$ cat config.mk
export PLATFORM = sky130hd
export DESIGN_NAME = upc_top
export DESIGN_NICKNAME = d
export VERILOG_FILES = /design/src/upc_sum.v /design/src/upc_cnt.v /design/src/upc_top.v
export VERILOG_INCLUDE_DIRS = /design/src /design/src/src
export SDC_FILE = /design/constraint.sdc
export NUM_CORES = 1
export LEC_CHECK = 0
export BUFFER_PORTS_ARGS = -buffer_cell sky130_fd_sc_hd__buf_2
export CAP_MARGIN = 15
export CORE_MARGIN = 1.5
export CORE_UTILIZATION = 25
export CTS_CLUSTER_DIAMETER = 100
export DETAILED_ROUTE_END_ITERATION = 10
export SYNTH_ARGS = -nofsm -noshare
export SYNTH_HDL_FRONTEND = slang
export SYNTH_SLANG_ARGS = --single-unit
export TNS_END_PERCENT = 5
$ cat constraint.sdc
create_clock -name i_clk_sys -period 5 [get_ports i_clk_sys]
set_input_delay 0.5 -clock i_clk_sys [delete_from_list [all_inputs] [get_ports i_clk_sys]]
set_output_delay 0.5 -clock i_clk_sys [all_outputs]
set_load 0.1 [all_outputs]
$ cat src/upc_map.vh
// Register map, field positions and mode codes of the serial protocol parameter block.
// Assumes one AHB-Lite slave with word-aligned 32-bit registers.
`ifndef UPC_MAP_VH
`define UPC_MAP_VH
`define UPC_OFS_PARAM_LOW 8'h00
`define UPC_OFS_PARAM_HIGH 8'h04
`define UPC_OFS_TX_SUM 8'h08
`define UPC_OFS_RX_SUM 8'h0c
`define UPC_OFS_CTRL 8'h10
`define UPC_OFS_STATUS 8'h14
`define UPC_CTRL_MODE_LSB 0
`define UPC_CTRL_MODE_MSB 2
`define UPC_CTRL_SUM_OPT 3
`define UPC_CTRL_BRK_REQ 4
`define UPC_CTRL_WAKE_EN 5
`define UPC_MODE_ASYNC 3'h0
`define UPC_MODE_ADDR 3'h1
`define UPC_MODE_LIN 3'h2
`define UPC_MODE_DMX 3'h3
`define UPC_MODE_DALI_DEV 3'h4
`define UPC_MODE_DALI_GEAR 3'h5
`define UPC_PID_MASK 8'h3f
`define UPC_RST_BYTE 8'h00
`define UPC_HTRANS_NONSEQ 2'h2
`endif

$ cat src/upc_sum.v
// One modulo-256 checksum accumulator with software write and clear.
// Assumes byte strobes on the system clock; clear and add never conflict silently.
`timescale 1ns/1ns
`include "upc_map.vh"
module upc_sum
(
	input wire i_clk_sys,
	input wire i_sys_rst,
	input wire i_ce,
	input wire i_wr,
	input wire [7:0] i_wdata,
	input wire i_add,
	input wire [7:0] i_byte,
	output reg [7:0] o_sum
);
	// Write loads value (zero clears); a same-cycle byte is added on top
	always @(posedge i_clk_sys or posedge i_sys_rst)
	begin
		if (i_sys_rst)
			o_sum <= `UPC_RST_BYTE;
		else if (i_ce)
		begin
			if (i_wr && i_add)
				o_sum <= i_wdata + i_byte;
			else if (i_wr)
				o_sum <= i_wdata;
			else if (i_add)
				o_sum <= o_sum + i_byte;
		end
	end
endmodule // upc_sum

$ cat src/upc_cnt.v
// Loadable down counter used for slot counts and half-bit delays.
// Assumes the tick input is one cycle wide on the system clock.
`timescale 1ns/1ns
module upc_cnt
#(
	parameter WIDTH = 9
)
(
	input wire i_clk_sys,
	input wire i_sys_rst,
	input wire i_ce,
	input wire i_load,
	input wire [WIDTH-1:0] i_value,
	input wire i_tick,
	output reg o_busy,
	output wire o_done
);
	reg [WIDTH-1:0] count_r;
	assign o_done = o_busy && i_tick && (count_r <= {{(WIDTH-1){1'b0}}, 1'b1});
	// Count ticks down from the loaded value
	always @(posedge i_clk_sys or posedge i_sys_rst)
	begin
		if (i_sys_rst)
		begin
			count_r <= {WIDTH{1'b0}};
			o_busy <= 1'b0;
		end
		else if (i_ce)
		begin
			if (i_load)
			begin
				count_r <= i_value;
				o_busy <= 1'b1;
			end
			else if (o_done)
				o_busy <= 1'b0;
			else if (o_busy && i_tick)
				count_r <= count_r - {{(WIDTH-1){1'b0}}, 1'b1};
		end
	end
endmodule // upc_cnt

$ cat src/upc_top.v
// Protocol parameter, checksum and protocol sequencing control of a serial port.
// Assumes AHB-Lite master on i_clk_sys, and a framing engine that consumes
// the byte requests and reports each byte sent or received with a strobe.
`timescale 1ns/1ns
`include "upc_map.vh"
module upc_top
(
	input wire i_clk_sys,
	input wire i_sys_rst,
	input wire i_ce,
	input wire i_sleep,
	input wire i_hsel,
	input wire [7:0] i_haddr,
	input wire [1:0] i_htrans,
	input wire i_hwrite,
	input wire [2:0] i_hsize,
	input wire [31:0] i_hwdata,
	input wire i_hready,
	output wire o_hreadyout,
	output wire o_hresp,
	output reg [31:0] o_hrdata,
	input wire i_tx_done,
	input wire [7:0] i_tx_byte,
	input wire i_tx_is_pid,
	input wire i_tx_is_start,
	input wire i_rx_done,
	input wire [7:0] i_rx_byte,
	input wire i_rx_is_pid,
	input wire i_half_bit,
	input wire i_rx_fwd_end,
	input wire i_dev_frame_req,
	output wire o_port_en,
	output reg o_auto_break,
	output reg o_sw_break,
	output reg [8:0] o_addr_char,
	output reg o_addr_valid,
	output reg [7:0] o_pid,
	output reg o_fwd_go,
	output reg o_back_go,
	output reg o_wake_en
);
	reg [7:0] param_low_r;
	reg param_high_r;
	reg [7:0] ctrl_r;
	reg wr_pend_r;
	reg [7:0] wr_addr_r;
	reg rd_pend_r;
	reg [7:0] rd_addr_r;
	reg sleep_s1_r;
	reg sleep_s2_r;
	reg lin_mode_r;
	reg dmx_mode_r;
	wire [2:0] mode;
	wire sum_opt;
	wire [8:0] param;
	wire active;
	wire tx_ev;
	wire rx_ev;
	wire tx_add;
	wire rx_add;
	wire tx_sum_wr;
	wire rx_sum_wr;
	wire [7:0] tx_sum;
	wire [7:0] rx_sum;
	wire addr_phase;
	wire slot_busy;
	wire slot_done;
	wire dly_busy;
	wire dly_done;
	wire dly_load;
	wire dly_tick;
	reg dly_gear_r;
	wire sw_grant;
	assign mode = ctrl_r[`UPC_CTRL_MODE_MSB:`UPC_CTRL_MODE_LSB];
	// Software Break granted once, straight from the live mode field
	assign sw_grant = active && ctrl_r[`UPC_CTRL_BRK_REQ] && (mode != `UPC_MODE_LIN)
		&& (mode != `UPC_MODE_DMX);
	assign sum_opt = ctrl_r[`UPC_CTRL_SUM_OPT];
	assign param = {param_high_r, param_low_r};
	assign o_hreadyout = 1'b1;
	assign o_hresp = 1'b0;
	// Sleep pin crosses in through two flops
	always @(posedge i_clk_sys or posedge i_sys_rst)
	begin
		if (i_sys_rst)
		begin
			sleep_s1_r <= 1'b0;
			sleep_s2_r <= 1'b0;
		end
		else if (i_ce)
		begin
			sleep_s1_r <= i_sleep;
			sleep_s2_r <= sleep_s1_r;
		end
	end
	// Port halted in Sleep; only wake-on-break remains armed
	assign active = !sleep_s2_r;
	assign o_port_en = active;
	assign tx_ev = active && i_tx_done;
	assign rx_ev = active && i_rx_done;
	// Bus address phase capture
	assign addr_phase = i_hsel && i_hready && (i_htrans == `UPC_HTRANS_NONSEQ);
	always @(posedge i_clk_sys or posedge i_sys_rst)
	begin
		if (i_sys_rst)
		begin
			wr_pend_r <= 1'b0;
			rd_pend_r <= 1'b0;
			wr_addr_r <= `UPC_RST_BYTE;
			rd_addr_r <= `UPC_RST_BYTE;
		end
		else if (i_ce)
		begin
			wr_pend_r <= addr_phase && i_hwrite;
			rd_pend_r <= addr_phase && !i_hwrite;
			if (addr_phase)
			begin
				wr_addr_r <= i_haddr;
				rd_addr_r <= i_haddr;
			end
		end
	end
	// Register writes in the data phase
	always @(posedge i_clk_sys or posedge i_sys_rst)
	begin
		if (i_sys_rst)
		begin
			param_low_r <= `UPC_RST_BYTE;
			param_high_r <= 1'b0;
			ctrl_r <= `UPC_RST_BYTE;
		end
		else if (i_ce)
		begin
			if (wr_pend_r && wr_addr_r == `UPC_OFS_PARAM_LOW)
				param_low_r <= i_hwdata[7:0];
			if (wr_pend_r && wr_addr_r == `UPC_OFS_PARAM_HIGH)
				param_high_r <= i_hwdata[0];
			if (wr_pend_r && wr_addr_r == `UPC_OFS_CTRL)
				ctrl_r <= i_hwdata[7:0];
			else if (sw_grant)
				ctrl_r[`UPC_CTRL_BRK_REQ] <= 1'b0;
		end
	end
	// Read data registered at the address phase, held for the data phase
	always @(posedge i_clk_sys or posedge i_sys_rst)
	begin
		if (i_sys_rst)
			o_hrdata <= 32'h0000_0000;
		else if (i_ce && addr_phase && !i_hwrite)
		begin
			case (i_haddr)
				`UPC_OFS_PARAM_LOW: o_hrdata <= {24'h000000, param_low_r};
				`UPC_OFS_PARAM_HIGH: o_hrdata <= {31'h00000000, param_high_r};
				`UPC_OFS_TX_SUM: o_hrdata <= {24'h000000, tx_sum};
				`UPC_OFS_RX_SUM: o_hrdata <= {24'h000000, rx_sum};
				`UPC_OFS_CTRL: o_hrdata <= {24'h000000, ctrl_r};
				`UPC_OFS_STATUS: o_hrdata <= {28'h0000000, dly_busy, slot_busy,
					dmx_mode_r, active};
				default: o_hrdata <= 32'h0000_0000;
			endcase
		end
	end
	// Registered mode decode
	always @(posedge i_clk_sys or posedge i_sys_rst)
	begin
		if (i_sys_rst)
		begin
			lin_mode_r <= 1'b0;
			dmx_mode_r <= 1'b0;
		end
		else if (i_ce)
		begin
			lin_mode_r <= (mode == `UPC_MODE_LIN);
			dmx_mode_r <= (mode == `UPC_MODE_DMX);
		end
	end
	// Which bytes enter the sums
	assign tx_add = tx_ev && sum_opt;
	assign rx_add = rx_ev && (lin_mode_r ? (sum_opt || !i_rx_is_pid) : sum_opt);
	assign tx_sum_wr = wr_pend_r && wr_addr_r == `UPC_OFS_TX_SUM;
	assign rx_sum_wr = wr_pend_r && wr_addr_r == `UPC_OFS_RX_SUM;
	wire tx_add_lin0;
	assign tx_add_lin0 = tx_ev && lin_mode_r && !sum_opt && !i_tx_is_pid;
	upc_sum u_tx_sum
	(
		.i_clk_sys(i_clk_sys),
		.i_sys_rst(i_sys_rst),
		.i_ce(i_ce),
		.i_wr(tx_sum_wr),
		.i_wdata(i_hwdata[7:0]),
		.i_add(tx_add || tx_add_lin0),
		.i_byte(i_tx_byte),
		.o_sum(tx_sum)
	);
	upc_sum u_rx_sum
	(
		.i_clk_sys(i_clk_sys),
		.i_sys_rst(i_sys_rst),
		.i_ce(i_ce),
		.i_wr(rx_sum_wr),
		.i_wdata(i_hwdata[7:0]),
		.i_add(rx_add),
		.i_byte(i_rx_byte),
		.o_sum(rx_sum)
	);
	// DMX slot counter: loaded by start code, counts data bytes
	upc_cnt #(.WIDTH(9)) u_slot
	(
		.i_clk_sys(i_clk_sys),
		.i_sys_rst(i_sys_rst),
		.i_ce(i_ce),
		.i_load(tx_ev && dmx_mode_r && i_tx_is_start),
		.i_value(param),
		.i_tick(tx_ev && !i_tx_is_start),
		.o_busy(slot_busy),
		.o_done(slot_done)
	);
	// DALI delay counter in half-bit ticks
	assign dly_load = active && (((mode == `UPC_MODE_DALI_DEV) && i_dev_frame_req) ||
		((mode == `UPC_MODE_DALI_GEAR) && i_rx_fwd_end));
	assign dly_tick = active && i_half_bit;
	upc_cnt #(.WIDTH(9)) u_dly
	(
		.i_clk_sys(i_clk_sys),
		.i_sys_rst(i_sys_rst),
		.i_ce(i_ce),
		.i_load(dly_load),
		.i_value(param),
		.i_tick(dly_tick),
		.o_busy(dly_busy),
		.o_done(dly_done)
	);
	// Protocol output strobes and data
	always @(posedge i_clk_sys or posedge i_sys_rst)
	begin
		if (i_sys_rst)
		begin
			dly_gear_r <= 1'b0;
			o_auto_break <= 1'b0;
			o_sw_break <= 1'b0;
			o_fwd_go <= 1'b0;
			o_back_go <= 1'b0;
			o_addr_char <= 9'h000;
			o_addr_valid <= 1'b0;
			o_pid <= `UPC_RST_BYTE;
			o_wake_en <= 1'b0;
		end
		else if (i_ce)
		begin
			if (dly_load)
				dly_gear_r <= (mode == `UPC_MODE_DALI_GEAR);
			o_auto_break <= active && dmx_mode_r && slot_done;
			o_sw_break <= sw_grant;
			o_fwd_go <= dly_done && !dly_gear_r;
			o_back_go <= dly_done && dly_gear_r;
			o_addr_char <= {1'b1, param_low_r};
			o_addr_valid <= active && (mode == `UPC_MODE_ADDR);
			o_pid <= param_low_r & `UPC_PID_MASK;
			o_wake_en <= ctrl_r[`UPC_CTRL_WAKE_EN];
		end
	end
endmodule // upc_top

# Word-level counts from Yosys, hierarchy flattened
# Cells that the tools add are included.
[totals]
regBits = 120
inputBits = 76
output_inout_bits = 58
wordCells = 142
[op_classes]
n_addsub = 6
order_cmp = 2
n_eq_ne = 19
mux = 20
reduce_logical = 69
[ops]
columns = ["cell", "n"]
rows = [
  ["$mux W9", 6],
  ["$mux W8", 6],
  ["$pmux W8 S6", 1],
  ["$logic_and A1 B1 Y1", 38],
  ["$add A8 B8 Y8", 4],
  ["$eq A8 B4 Y1 const B", 4],
  ["$eq A8 B5 Y1 const B", 3],
  ["$reduce_and A2 Y1", 10],
  ["$le A9 B1 Y1 const B", 2],
  ["$sub A9 B1 Y9 const B", 2],
  ["$eq A8 B3 Y1 const B", 2],
  ["$logic_not A8 Y1", 2],
  ["$reduce_bool A2 Y1", 5],
  ["$logic_not A1 Y1", 7],
  ["$mux W1", 7],
  ["$eq A3 B2 Y1 const B", 2],
  ["$eq A3 B3 Y1 const B", 2],
  ["$ne A3 B2 Y1 const B", 2],
  ["$reduce_and A3 Y1", 2],
  ["$reduce_bool A3 Y1", 2],
  ["$ne A2 B1 Y1 const B", 2],
  ["$eq A3 B1 Y1 const B", 1],
  ["$logic_or A1 B1 Y1", 3],
  ["$eq A2 B2 Y1 const B", 1],
]

# Longest topological paths before layout
# Gate-level depths: netlist of the first run.
[logic_depth]
word_depth = 9
mapped_depth = 10
mapped_depth_nobuf = 10

# Modules after synthesis
# Synthesis of the first run repeated with hierarchy kept, for this count alone.
[hier_totals]
cells_unflattened = 679
hier_area_um2 = 6533.8
[modules_own_cells]
columns = ["module", "instances", "cells_per_inst", "area_each_um2", "seq_area_each_um2"]
rows = [
  ["upc_top", 1, 249, 2880.3, 1351.3],
  ["upc_sum", 2, 135, 1107.3, 200.2],
  ["upc_cnt", 2, 80, 719.4, 250.2],
]

# Worst setup path before layout of the first run
# No wires, ideal clock.
[synth_path]
kind = "in2reg"
from = "input i_tx_byte[1]"
to = "register u_tx_sum.o_sum[7]"
setup_time_ns = 0.120
arrival_time_ns = 2.119
t_required_ns = 4.880
slack_ns = 2.762
path_stages = 8
path_buffers = 0
cell_sequence = "ha_1 -> a21oi_1 -> o211ai_1 -> or4_1 -> o21ai_0 -> xor2_1 -> o32a_1 -> and3_1"
[synth_between]
elab_chain_len = 4
elab_cells_between_ends = 5
cone_classes = "add/sub (2); mux (3)"
[synth_rtl]
columns = ["item", "line", "source"]
rows = [
  ["start, declared", "upc_top.v:23", "input wire [7:0] i_tx_byte,"],
  ["$add A8 B8 Y8", "upc_sum.v:28", "o_sum <= o_sum + i_byte;"],
  ["$mux W8", "upc_sum.v:27", "else if (i_add)"],
  ["$mux W8", "upc_sum.v:25", "else if (i_wr)"],
  ["$mux W8 *", "upc_sum.v:23", "if (i_wr && i_add)"],
  ["end signal, assigned", "upc_sum.v:24", "o_sum <= i_wdata + i_byte;"],
  ["end signal, assigned", "upc_sum.v:26", "o_sum <= i_wdata;"],
  ["end signal, assigned", "upc_sum.v:28", ""],
  ["end, declared", "upc_sum.v:14", "output reg [7:0] o_sum"],
]
# Every way passes the cells marked *; elsewhere a longest branch is shown, timed or not. The select of a mux whose other input is x is not followed.
# A chain may end at the register's enable or synchronous reset.

# Worst setup path in the final report of the first run
[layout_path]
from = "input i_htrans[0]"
to = "register o_hrdata[7]"
[layout_between]
elab_chain_len = 4
[layout_rtl]
columns = ["item", "line", "source"]
rows = [
  ["start, declared", "upc_top.v:14", "input wire [1:0] i_htrans,"],
  ["$eq A2 B2 Y1 (no line)", "-", ""],
  ["$logic_and A1 B1 Y1", "upc_top.v:102", "assign addr_phase = i_hsel && i_hready && (i_htrans == `UPC_HTRANS_NONSEQ);"],
  ["$logic_and A1 B1 Y1 (2 in a row)", "upc_top.v:149", "else if (i_ce && addr_phase && !i_hwrite)"],
  ["end signal, assigned", "upc_top.v:152", "`UPC_OFS_PARAM_LOW: o_hrdata <= {24'h000000, param_low_r};"],
  ["end signal, assigned", "upc_top.v:153", "`UPC_OFS_PARAM_HIGH: o_hrdata <= {31'h00000000, param_high_r};"],
  ["end signal, assigned", "upc_top.v:154", "`UPC_OFS_TX_SUM: o_hrdata <= {24'h000000, tx_sum};"],
  ["end, declared", "upc_top.v:21", "output reg [31:0] o_hrdata,"],
]
# No other way between the ends.

==> summary.md, run 1 <==
| Metric | Value |
|---|---|
| Worst hold path type | in2async |
| Post-synthesis sequential area ratio | 37.6% |
| Fillers | 2500 |
| First DRT Iteration DRCs | 362 |
| Detailed-route vias per instance | 4.79 |
| Vias in the first global route | 4693 |
| Slew HR | 27.8% |
| R2r endpoint | u_rx_sum.o_sum[7]$_DFFE_PP0P_ |
| Share of cells above drive strength 1 | 20.3% |
| CTS root buffer | clkbuf_16 |
| FP Rows | 56 |
| Avg Inst Size Synth | 9.18 um^2 |
| Wire per inst | 15.9 um |
| H-tree Lvls | 3 |
| Switch Pwr | 1.01 mW |
| Largest net degree at the start of global routing | 62 |
| Final Setup Violations | 0 |
| CTS Sinks | 90 |
| Reg power frac | 38.0% |
| CP peak stage delay | 0.98 ns |
| Adder-Cell Fraction of Synth Area | 8.02% |
| N_diodes | 0 |
| Setup crit end kind | flip-flop |
| Worst endpoint required time | 5.30 ns |
| Synth Cell Area | 5990 um^2 |
| Max Freq | 382 MHz |
| Routed Antenna Nets | 0 |
| Internal | 1.49 mW |
| Number of synthesis warnings | 0 |
| Worst hold margin | 0.261 ns |
| Die height | 158 um |
| I/O pin cnt | 134 |
| CP startpoint kind | input port |
| Die W | 158 um |
| First-pass GRT wire length | 25800 um |
| CP max-delay cell | a211oi_1 |
| P&R area growth vs syn | 14.9% |
| Cts hold-fix bufs | 0 |
| Worst-case reg-to-reg path depth | 5 |
| Min Tclk post-route | 2.62 ns |
| Max Cap Viol | 0 |
| RD Place Congestion | 0.843 |
| Worst clock skew | 0.0129 ns |
| Arrival time at the worst endpoint | 2.92 ns |
| Synth Flop Type | dfrtp_1 |
| Lkg Pwr | 3.13 nW |
| Final Routed Wirelength | 16500 um |
| Clock network fraction of total power | 28.7% |
| R2R Path Start | wr_addr_r[0]$_DFFE_PP0P_ |
| Largest family of logic cells by synthesized area | compound AO/OA/AOI/OAI gates |
| VDD IR-drop max | 0.000198 V |
| GRT Resource Usage Total | 13.7% |
| First-pass DRT Iterations | 5 |
| Slew @ Worst Pin | 1.08 ns |
| Clock transition at path regs | 0.07 ns |
| Mux cell area share after synthesis | 7.24% |
| Initial antenna violation count | 1 |
| Area of the die | 24900 um^2 |
| TNS Setup | 0 ns |
| CP Cell Sequence | buf_2 > nor2b_1 > nand4_1 > nand2b_1 > a211oi_1 > a22o_1 |
| Pwr dens | 362 nW/um^2 |
| CP bufs+invs | 1 |
| CTS tree | yes |
| Longest Clk Path Bufs | 2 |
| Nets | 826 |
| Vias | 4974 |
| Post-CTS Setup Bufs | 0 |
| Gr ovfl total | 0 |
| Residual DRC count | 0 |
| Post-Syn Instances | 653 |
| CP top delay family | compound AO/OA/AOI/OAI gates |
| Total core area | 23500 um^2 |
| Post-CTS Resized | 0 |
| Synth Area in XOR/XNOR | 2.19% |
| Crit path kind | in2reg |
| EDFF count, synth | 0 |
| Period utilisation layout | 52.4% |
| Most common cell after layout, fill and taps aside | dfrtp_1 |
| RSZ-0062 raised after global routing | false |
| FFs w/ async S/R, synth | 100% |
| Port-buffer cells | 78 |
| Switch share | 40.4% |
| Most frequent cells in the layout | dfrtp_1 (90), buf_2 (79), nand2_1 (52) |
| DPL Wire Length | 12400 um |
| Simple-gate share of the synthesized area | 15.9% |
| Status | finished clean |
| Comb pwr share | 33.4% |
| Yosys reg bits | 90 |
| Highest net fanout along the worst path | 12 |
| Initial Util | 25.5% |
| Post-synthesis cell type count | 61 |
| Clk Latency, worst-skew pair | 0.36 ns |
| Final slew viol count | 0 |
| TritonCTS buffer count | 9 |
| Final Hold Vio Count | 0 |
| Post-synthesis compound-gate area fraction | 20.9% |
| R2R Setup Slk | 2.42 ns |
-- stage by stage --
stage | util, % | worst slack, ns | power, mW | cells | instance area (um^2)
after floorplan | - | 2.16 | 1.64 | 679 | 6090
after global placement | 27.9 | 2.13 | 1.78 | 1019 | 6560
after detailed placement | 27.9 | 2.05 | 1.79 | 1019 | 6560
after CTS | 29.3 | 2.40 | 2.51 | 1035 | 6870
after global routing | 29.3 | 2.12 | 2.63 | 1038 | 6890
final | 29.3 | 2.38 | 2.49 | 1038 | 6890
-- synth_stat cells (3+ instances only) --
master	instances	area [um^2]
fa_1	4	80.1
buf_2	4	20.0
dfrtp_1	90	2250
inv_1	33	124
mux2i_1	4	40.0
mux2_2	33	372
o21a_1	6	45.0
nand2b_1	5	31.3
o211ai_1	5	37.5
a22oi_1	11	82.6
buf_1	3	11.3
o22ai_1	14	87.6
nand3_1	18	90.1
a21o_1	5	37.5
xnor2_1	6	52.6
a222oi_1	4	40.0
a22o_1	17	149
nor3b_1	4	30.0
nor4_1	8	50.1
nor3_1	18	90.1
a21oi_1	33	165
o2bb2ai_1	3	26.3
clkbuf_1	19	71.3
nor2b_1	10	62.6
nand2_1	52	195
xor2_1	9	78.8
a211oi_1	10	75.1
buf_4	34	255
ha_1	32	400
nor2_1	44	165
o31ai_1	3	22.5
nand4_1	5	31.3
o31a_1	3	26.3
o21bai_1	5	37.5
o21ai_0	52	260
and3_1	6	37.5
or3_1	7	43.8
-- sequential cells by signal (all words and copies together), names as in the netlist, 8 cells and up --
register / count
u_slot.count_r: 9
u_tx_sum.o_sum: 8
param_low_r: 8
o_hrdata: 8
u_rx_sum.o_sum: 8
ctrl_r: 8
o_addr_char: 9
u_dly.count_r: 9
wr_addr_r: 8
-- cell families after synthesis --
logic type,count (synthesis)
DFF,90
buffers and inverters,93
muxes,38
and+or+nand+nor,190
other,2
xor gates and xnor gates,15
AOI/OAI and AO/OA,189
adders and majority gates,36
-- power by group through the flow --
| stage | registers (mW) | clock network, mW | logic [mW] |
|---|---|---|---|
| after floorplan | 1.01 | 0 | 0.623 |
| after global placement | 0.954 | 0 | 0.823 |
| after detailed placement | 0.957 | 0 | 0.831 |
| after CTS | 0.943 | 0.735 | 0.835 |
| after global routing | 0.959 | 0.760 | 0.913 |
| final | 0.946 | 0.714 | 0.831 |
-- worst register-to-register path, stage by stage (launching register included) --
cell and delay, ns:
dfrtp_1 0.37, nor3b_1 0.48, nand4_1 0.67, a21boi_0 0.71
nor2_1 0.10, a41oi_1 0.17
-- area by class of cell --
type	instances	area, um^2	share of cell area [%]
Clock buffer	9	225	3.27
Clock inverter	7	85.1	1.24
Inverter	33	125	1.82
Multi-Input combinational cell	496	3370	48.9
Sequential cell	90	2250	32.7
Tap cell	319	399	5.79
Timing Repair Buffer	84	434	6.30
-- layer usage --
metal	global-route usage (%)	vias up	wire length [um]
li1	-	2456	-
met1	18.7	2336	7730
met2	20.8	148	7340
met3	3.23	32	1010
met4	5.21	2	412
met5	0	-	13
-- worst max-delay path by stage --
stage | startpoint | end | slack (ns) | depth (start not counted)
6_report | i_htrans[0] | o_hrdata[7]$_DFFE_PP0P_ | 2.38 | 6
5_1_grt | wr_addr_r[0]$_DFFE_PP0P_ | u_rx_sum.o_sum[7]$_DFFE_PP0P_ | 2.12 | 5
4_1_cts | wr_addr_r[0]$_DFFE_PP0P_ | u_rx_sum.o_sum[7]$_DFFE_PP0P_ | 2.40 | 5
3_5_place_dp | i_htrans[0] | o_hrdata[7]$_DFFE_PP0P_ | 2.05 | 6
3_3_place_gp | i_htrans[0] | o_hrdata[2]$_DFFE_PP0P_ | 2.13 | 6
2_1_floorplan | i_sys_rst | ctrl_r[0]$_DFFE_PP0P_ | 2.16 | 1
Note: power is estimated with default switching activity, not from simulation.
==> run 2: changes to the inputs <==
Settings changed: ABC_AREA from default to 1.
Clock period 5 ns to 2.36 ns, I/O delays scaled along.
==> run 2 against run 1 <==
Non-clock buffer count is 1 higher. Register-to-register slack got worse by 1.8 ns. Die area up 8.9%. Core utilization is 0.37 points lower. Sequential share of layout area fell by 2.6 points. Cell count increased by 28%. First-iteration DRC count fell by 2.2%. Combinational power rose to 2.8 times the previous value. Setup slack got worse by 1.8 ns. Critical path type is now reg2reg. Largest power group is now combinational cells.
==> summary.md, run 2 <==
| Metric | Value |
|---|---|
| Worst endpoint required time | 2.60 ns |
| Mux cell area share after synthesis | 0.344% |
| Routed Antenna Nets | 0 |
| Initial Util | 25.3% |
| FFs w/ async S/R, synth | 100% |
| Slew @ Worst Pin | 0.547 ns |
| Post-route cell area | 7490 um^2 |
| Area of the die | 27100 um^2 |
| Worst clock skew | 0.0111 ns |
| DPL Wire Length | 14100 um |
| Total power | 5.98 mW |
| Largest cells by area after synthesis | dfrtp_1 (34%), nand2_1 (19%), ha_1 (6.1%) |
| Min Tclk post-route | 1.76 ns |
| First-pass DRT Iterations | 6 |
| P&R area growth vs syn | 14.4% |
| I/O pin cnt | 134 |
| Most common cell after layout, fill and taps aside | nand2_1 |
| RD Place Congestion | 0.872 |
| Top flop regs | o_addr_char x9, u_dly.count_r x9, u_slot.count_r x9 |
| R2R Path Start | wr_addr_r[5]$_DFFE_PP0P_ |
| CTS root buffer | clkbuf_16 |
| Clk Latency, worst-skew pair | 0.35 ns |
| Pre-CTS setup slack | 0.517 ns |
| Most frequent cells in the layout | nand2_1 (324), inv_1 (94), dfrtp_1 (90) |
| Total core area | 25800 um^2 |
| Synth cell count leaders | nand2_1 (324), inv_1 (95), dfrtp_1 (90) |
| EDFF count, synth | 0 |
| RSZ-0062 raised after global routing | false |
| Vias in the first global route | 5494 |
| Post-synthesis sequential area ratio | 34.4% |
| Crit path launch | wr_addr_r[5]$_DFFE_PP0P_ |
| Final Routed Wirelength | 17400 um |
| VDD IR-drop max | 0.000516 V |
| Top cell type's share of synthesized area | 34.4% |
| Die height | 165 um |
| Highest net fanout along the worst path | 11 |
| Avg Inst Size Synth | 7.13 um^2 |
| Final slew viol count | 0 |
| Slew HR | 63.3% |
| Longest Clk Path Bufs | 2 |
| Adder-Cell Fraction of Synth Area | 7.35% |
| Final core utilization | 29.0% |
| Post-synthesis cell type count | 46 |
| Hold_sp | i_sleep |
| Wire per inst | 13.1 um |
| Arrival time at the worst endpoint | 2.00 ns |
| Final setup margin | 0.598 ns |
| Synth Cell Area | 6540 um^2 |
| Residual DRC count | 0 |
| Worst path most repeated cell | nand2_1 |
| Most instantiated library cell after synthesis | nand2_1 |
| Final Hold Vio Count | 0 |
| Number of synthesis warnings | 0 |
| Yosys reg bits | 90 |
| CP max-delay cell | dfrtp_1 |
| N_diodes | 0 |
| Max Cap Viol | 0 |
| Post-synthesis compound-gate area fraction | 10.6% |
| TritonCTS buffer count | 9 |
| First DRT Iteration DRCs | 354 |
| Area leader, netlist | dfrtp_1 |
| CP Cell Sequence | nor2_1 > nand2_1 > nor2_4 > nand2_4 > a21oi_2 > inv_1 > nand2_1 > nand2_1 |
| H-tree Lvls | 3 |
| Crit path kind | reg2reg |
| Worst hold path type | in2reg |
| Synth Flop Type | dfrtp_1 |
| Lkg Pwr | 3.95 nW |
| Post-CTS Resized | 0 |
| CP peak stage delay | 0.40 ns |
| Die W | 165 um |
| Synth Area in XOR/XNOR | 2.14% |
| Share of cells above drive strength 1 | 16.2% |
| Status | finished clean |
| Simple-gate share of the synthesized area | 33.1% |
| Port-buffer cells | 78 |
| Gr ovfl total | 0 |
| CTS Sinks | 90 |
| Nets | 1103 |
| Pwr dens | 799 nW/um^2 |
| CTS tree | yes |
| CP startpoint kind | flip-flop |
| GRT Resource Usage Total | 13.5% |
| Detailed-route vias per instance | 4.43 |
| First-pass GRT wire length | 28400 um |
| Max Freq | 567 MHz |
| Largest family of logic cells by synthesized area | simple AND/OR/NAND/NOR gates |
| Post-Syn Instances | 918 |
| FP Rows | 59 |
| Setup crit end kind | flip-flop |
| TNS Setup | 0 ns |
| Final Setup Violations | 0 |
| Worst hold margin | 0.102 ns |
| Finished Layout Cells | 1331 |
| Clock transition at path regs | 0.06 ns |
| Period utilisation layout | 74.7% |
| Cell area after placement | 7150 um^2 |
| Initial antenna violation count | 0 |
| Largest net degree at the start of global routing | 33 |
| Vias | 5893 |
| Dpl cells | 1314 |
## run 2: worst paths after layout
kind                                                      end  slack (ns)  cells past startpoint
worst max-delay path            u_rx_sum.o_sum[5]$_DFFE_PP0P_        0.60                      8
worst min-delay path                   sleep_s1_r$_DFFE_PP0P_        0.10                      3
worst max register to register  u_rx_sum.o_sum[5]$_DFFE_PP0P_        0.60                      8
worst min register to register     o_addr_char[6]$_DFFE_PP0P_        0.47                      2
max in group asynchronous       u_rx_sum.o_sum[7]$_DFFE_PP0P_        1.30                      4
min in group asynchronous          o_addr_char[1]$_DFFE_PP0P_        0.44                      3
## run 2: cells by family after synthesis
| family | after synthesis |
|---|---|
| xor+xnor | 16 |
| simple gates | 492 |
| mux | 2 |
| fa+ha+maj | 36 |
| compound gates | 121 |
| flops | 90 |
| buf+inv | 159 |
| other cells | 2 |
## run 2: final cells by class
cell class	instances	area [um^2]
Fill cell	2867	18400
Multi-Input combinational cell	695	3610
Sequential cell	90	2250
Timing Repair Buffer	85	458
Inverter	110	422
Tap cell	335	419
Clock buffer	9	225
Clock inverter	7	100
## run 2: per-layer routing
| metal | global-route usage, % | part of all wire, % | wire length (um) | vias to the layer above |
|---|---|---|---|---|
| met1 | 18.4 | 48 | 8450 | 2689 |
| met3 | 1.91 | 4.4 | 765 | 18 |
| met4 | 3.64 | 1.1 | 195 | 0 |
| met5 | 0 | 0 | 0 | - |
| met2 | 22.1 | 46 | 8040 | 150 |
| li1 | - | - | - | 3036 |
## run 2: repair_timing
item,CTS,global route
setup buffers,0,0
hold endpoints to repair,16,0
hold buffers,1,0
## run 2: report_power, final
group	total (mW)	internal [mW]	switching (mW)
sequential	2.12	1.82	0.299
clock	1.58	0.937	0.639
combinational	2.29	0.718	1.57
## run 2: worst max-delay path, delay by kind of cell (launching register included)
kind,cells,cell delay [ns]
buf+inv,1,0.20
compound gates,1,0.39
flops,1,0.40
simple gates,6,0.66
==> run 3: changes to the inputs <==
Settings changed: ABC_AREA 1 to 0.
Clock period 2.36 ns to 1.6 ns, I/O delays scaled along.
==> run 3 against run 2 <==
The run now ends with setup timing left. Register-to-register slack got worse by 1.1 ns. Global-route usage increased by 1.7 points. Routed wire length increased by 7.3%. Setup slack got worse by 1.1 ns. Critical endpoint is now u_tx_sum.o_sum[7]$_DFFE_PP0P_. Largest cell class unchanged.
==> summary.md, run 3 (same netlist as run 1, synthesis figures left out) <==
| Metric | Value |
|---|---|
| Switch Pwr | 3.34 mW |
| Vias in the first global route | 5451 |
| Highest net fanout along the worst path | 2 |
| CP startpoint kind | flip-flop |
| Detailed-route vias per instance | 4.72 |
| N_diodes | 0 |
| TNS Setup | -11.39 ns |
| FP Rows | 56 |
| CTS tree | yes |
| Vias | 5628 |
| Arrival time at the worst endpoint | 2.37 ns |
| Final Setup Violations | 53 |
| Min Tclk post-route | 2.13 ns |
| Comb pwr share | 42.4% |
| Clock transition at path regs | 0.07 ns |
| Reg power frac | 32.8% |
| VDD IR-drop max | 0.000572 V |
| Final Hold Vio Count | 0 |
| First DRT Iteration DRCs | 389 |
| Residual DRC count | 0 |
| Setup crit end kind | flip-flop |
| RSZ-0062 raised after global routing | true |
| First-pass GRT wire length | 29000 um |
| Initial Util | 25.5% |
| Lkg Pwr | 3.96 nW |
| Final slew viol count | 0 |
| CTS root buffer | clkbuf_16 |
| Crit path kind | reg2reg |
| Worst clock skew | 0.0105 ns |
| Largest net degree at the start of global routing | 56 |
| Clock network fraction of total power | 24.8% |
| Die height | 158 um |
| Total core area | 23500 um^2 |
| Port-buffer cells | 78 |
| Area of the die | 24900 um^2 |
| Final Routed Wirelength | 18700 um |
| Top flop regs | o_addr_char x9, u_dly.count_r x9, u_slot.count_r x9 |
| Initial antenna violation count | 0 |
| RD Place Congestion | 0.850 |
| Slew @ Worst Pin | 0.523 ns |
| Share of cells above drive strength 1 | 39.6% |
| Most common cell after layout, fill and taps aside | buf_4 |
| Pwr dens | 1030 nW/um^2 |
| Wire per inst | 15.7 um |
| Failing checks | setup timing |
| Worst endpoint required time | 1.85 ns |
| TritonCTS buffer count | 9 |
| Period utilisation layout | 133% |
| Gr ovfl total | 0 |
| H-tree Lvls | 3 |
| Final setup margin | -0.526 ns |
| Max Freq | 470 MHz |
| Internal | 5.40 mW |
| P&R area growth vs syn | 41.2% |
| DPL Wire Length | 14300 um |
| Die W | 158 um |
| Max Cap Viol | 0 |
| Nets | 982 |
| Clk Latency, worst-skew pair | 0.35 ns |
| Longest Clk Path Bufs | 2 |
| GRT Resource Usage Total | 15.2% |
| First-pass DRT Iterations | 6 |
| Worst hold path type | in2reg |
| Routed Antenna Nets | 0 |
| CTS Sinks | 90 |
| I/O pin cnt | 134 |
| Worst hold margin | 0.0459 ns |
| Slew HR | 65.4% |
| Most frequent cells in the layout | buf_4 (151), dfrtp_1 (90), buf_2 (77) |
| Status | complete, but fails checks |
| Switch share | 38.3% |
## run 3: worst max-delay path, stage by stage, from the launching register on
cell	delay, ns
dfrtp_1	0.41
ha_4	0.23
a21oi_4	0.15
o211ai_1	0.13
or4_1	0.49
o21ai_2	0.09
xor2_1	0.10
o32a_1	0.29
and3_1	0.14
## run 3: final timing paths
kind / startpoint / endpoint / slack, ns / depth (start not counted)
max in group asynchronous: i_sys_rst / o_addr_char[8]$_DFFE_PP0P_ / 0.75 / 4
min in group asynchronous: i_sys_rst / u_slot.count_r[0]$_DFFE_PP0P_ / 0.43 / 4
setup reg to reg: u_tx_sum.o_sum[1]$_DFFE_PP0P_ / u_tx_sum.o_sum[7]$_DFFE_PP0P_ / -0.53 / 8
hold / removal: i_sleep / sleep_s1_r$_DFFE_PP0P_ / 0.05 / 2
hold reg to reg: o_addr_char[8]$_DFFE_PP0P_ / o_addr_char[8]$_DFFE_PP0P_ / 0.47 / 1
setup / recovery: u_tx_sum.o_sum[1]$_DFFE_PP0P_ / u_tx_sum.o_sum[7]$_DFFE_PP0P_ / -0.53 / 8
## run 3: layout make-up
cell class                      count  area (um^2)
Sequential cell                    90         2250
Clock buffer                       12          256
Timing Repair Buffer              240         1700
Multi-Input combinational cell    496         3690
Tap cell                          319          399
Fill cell                        2396        15000
Clock inverter                      2         37.5
Inverter                           33          128
## run 3: power groups by stage
stage	Sequential (mW)	Combinational (mW)	Clock [mW]
6_report	2.87	3.71	2.16
5_1_grt	2.91	4.01	2.30
4_1_cts	2.85	3.57	2.21
3_5_place_dp	2.89	3.43	0
3_3_place_gp	2.87	3.40	0
2_1_floorplan	3.17	1.95	0
## run 3: per-layer routing
metal  global-route usage, %  up-vias  routed length [um]
li1                        -     2772                   -
met1                    20.7     2675                8680
met2                    23.9      149                8740
met3                    2.96       32                 797
met4                    5.17        0                 498
met5                       0        -                   0
## run 3: what timing repair did
action                     4_1_cts  5_1_grt
hold endpoints to repair        75        0
resized for setup               65       27
hold buffers                     1        0
buffers inserted                 0        4
pin swaps                       33       16
setup endpoints to repair       54       55
cloned                           0        0
## run 3: through the flow
step	utilization (%)	total power [mW]	setup WS, ns	cells	instance area, um^2
3_3_place_gp	33.1	6.28	-0.651	1173	7780
5_1_grt	36.1	9.22	-0.622	1192	8460
3_5_place_dp	33.1	6.32	-0.718	1173	7780
6_report	36.1	8.74	-0.526	1192	8460
4_1_cts	35.4	8.63	-0.590	1188	8300
2_1_floorplan	-	5.11	-0.521	679	6100
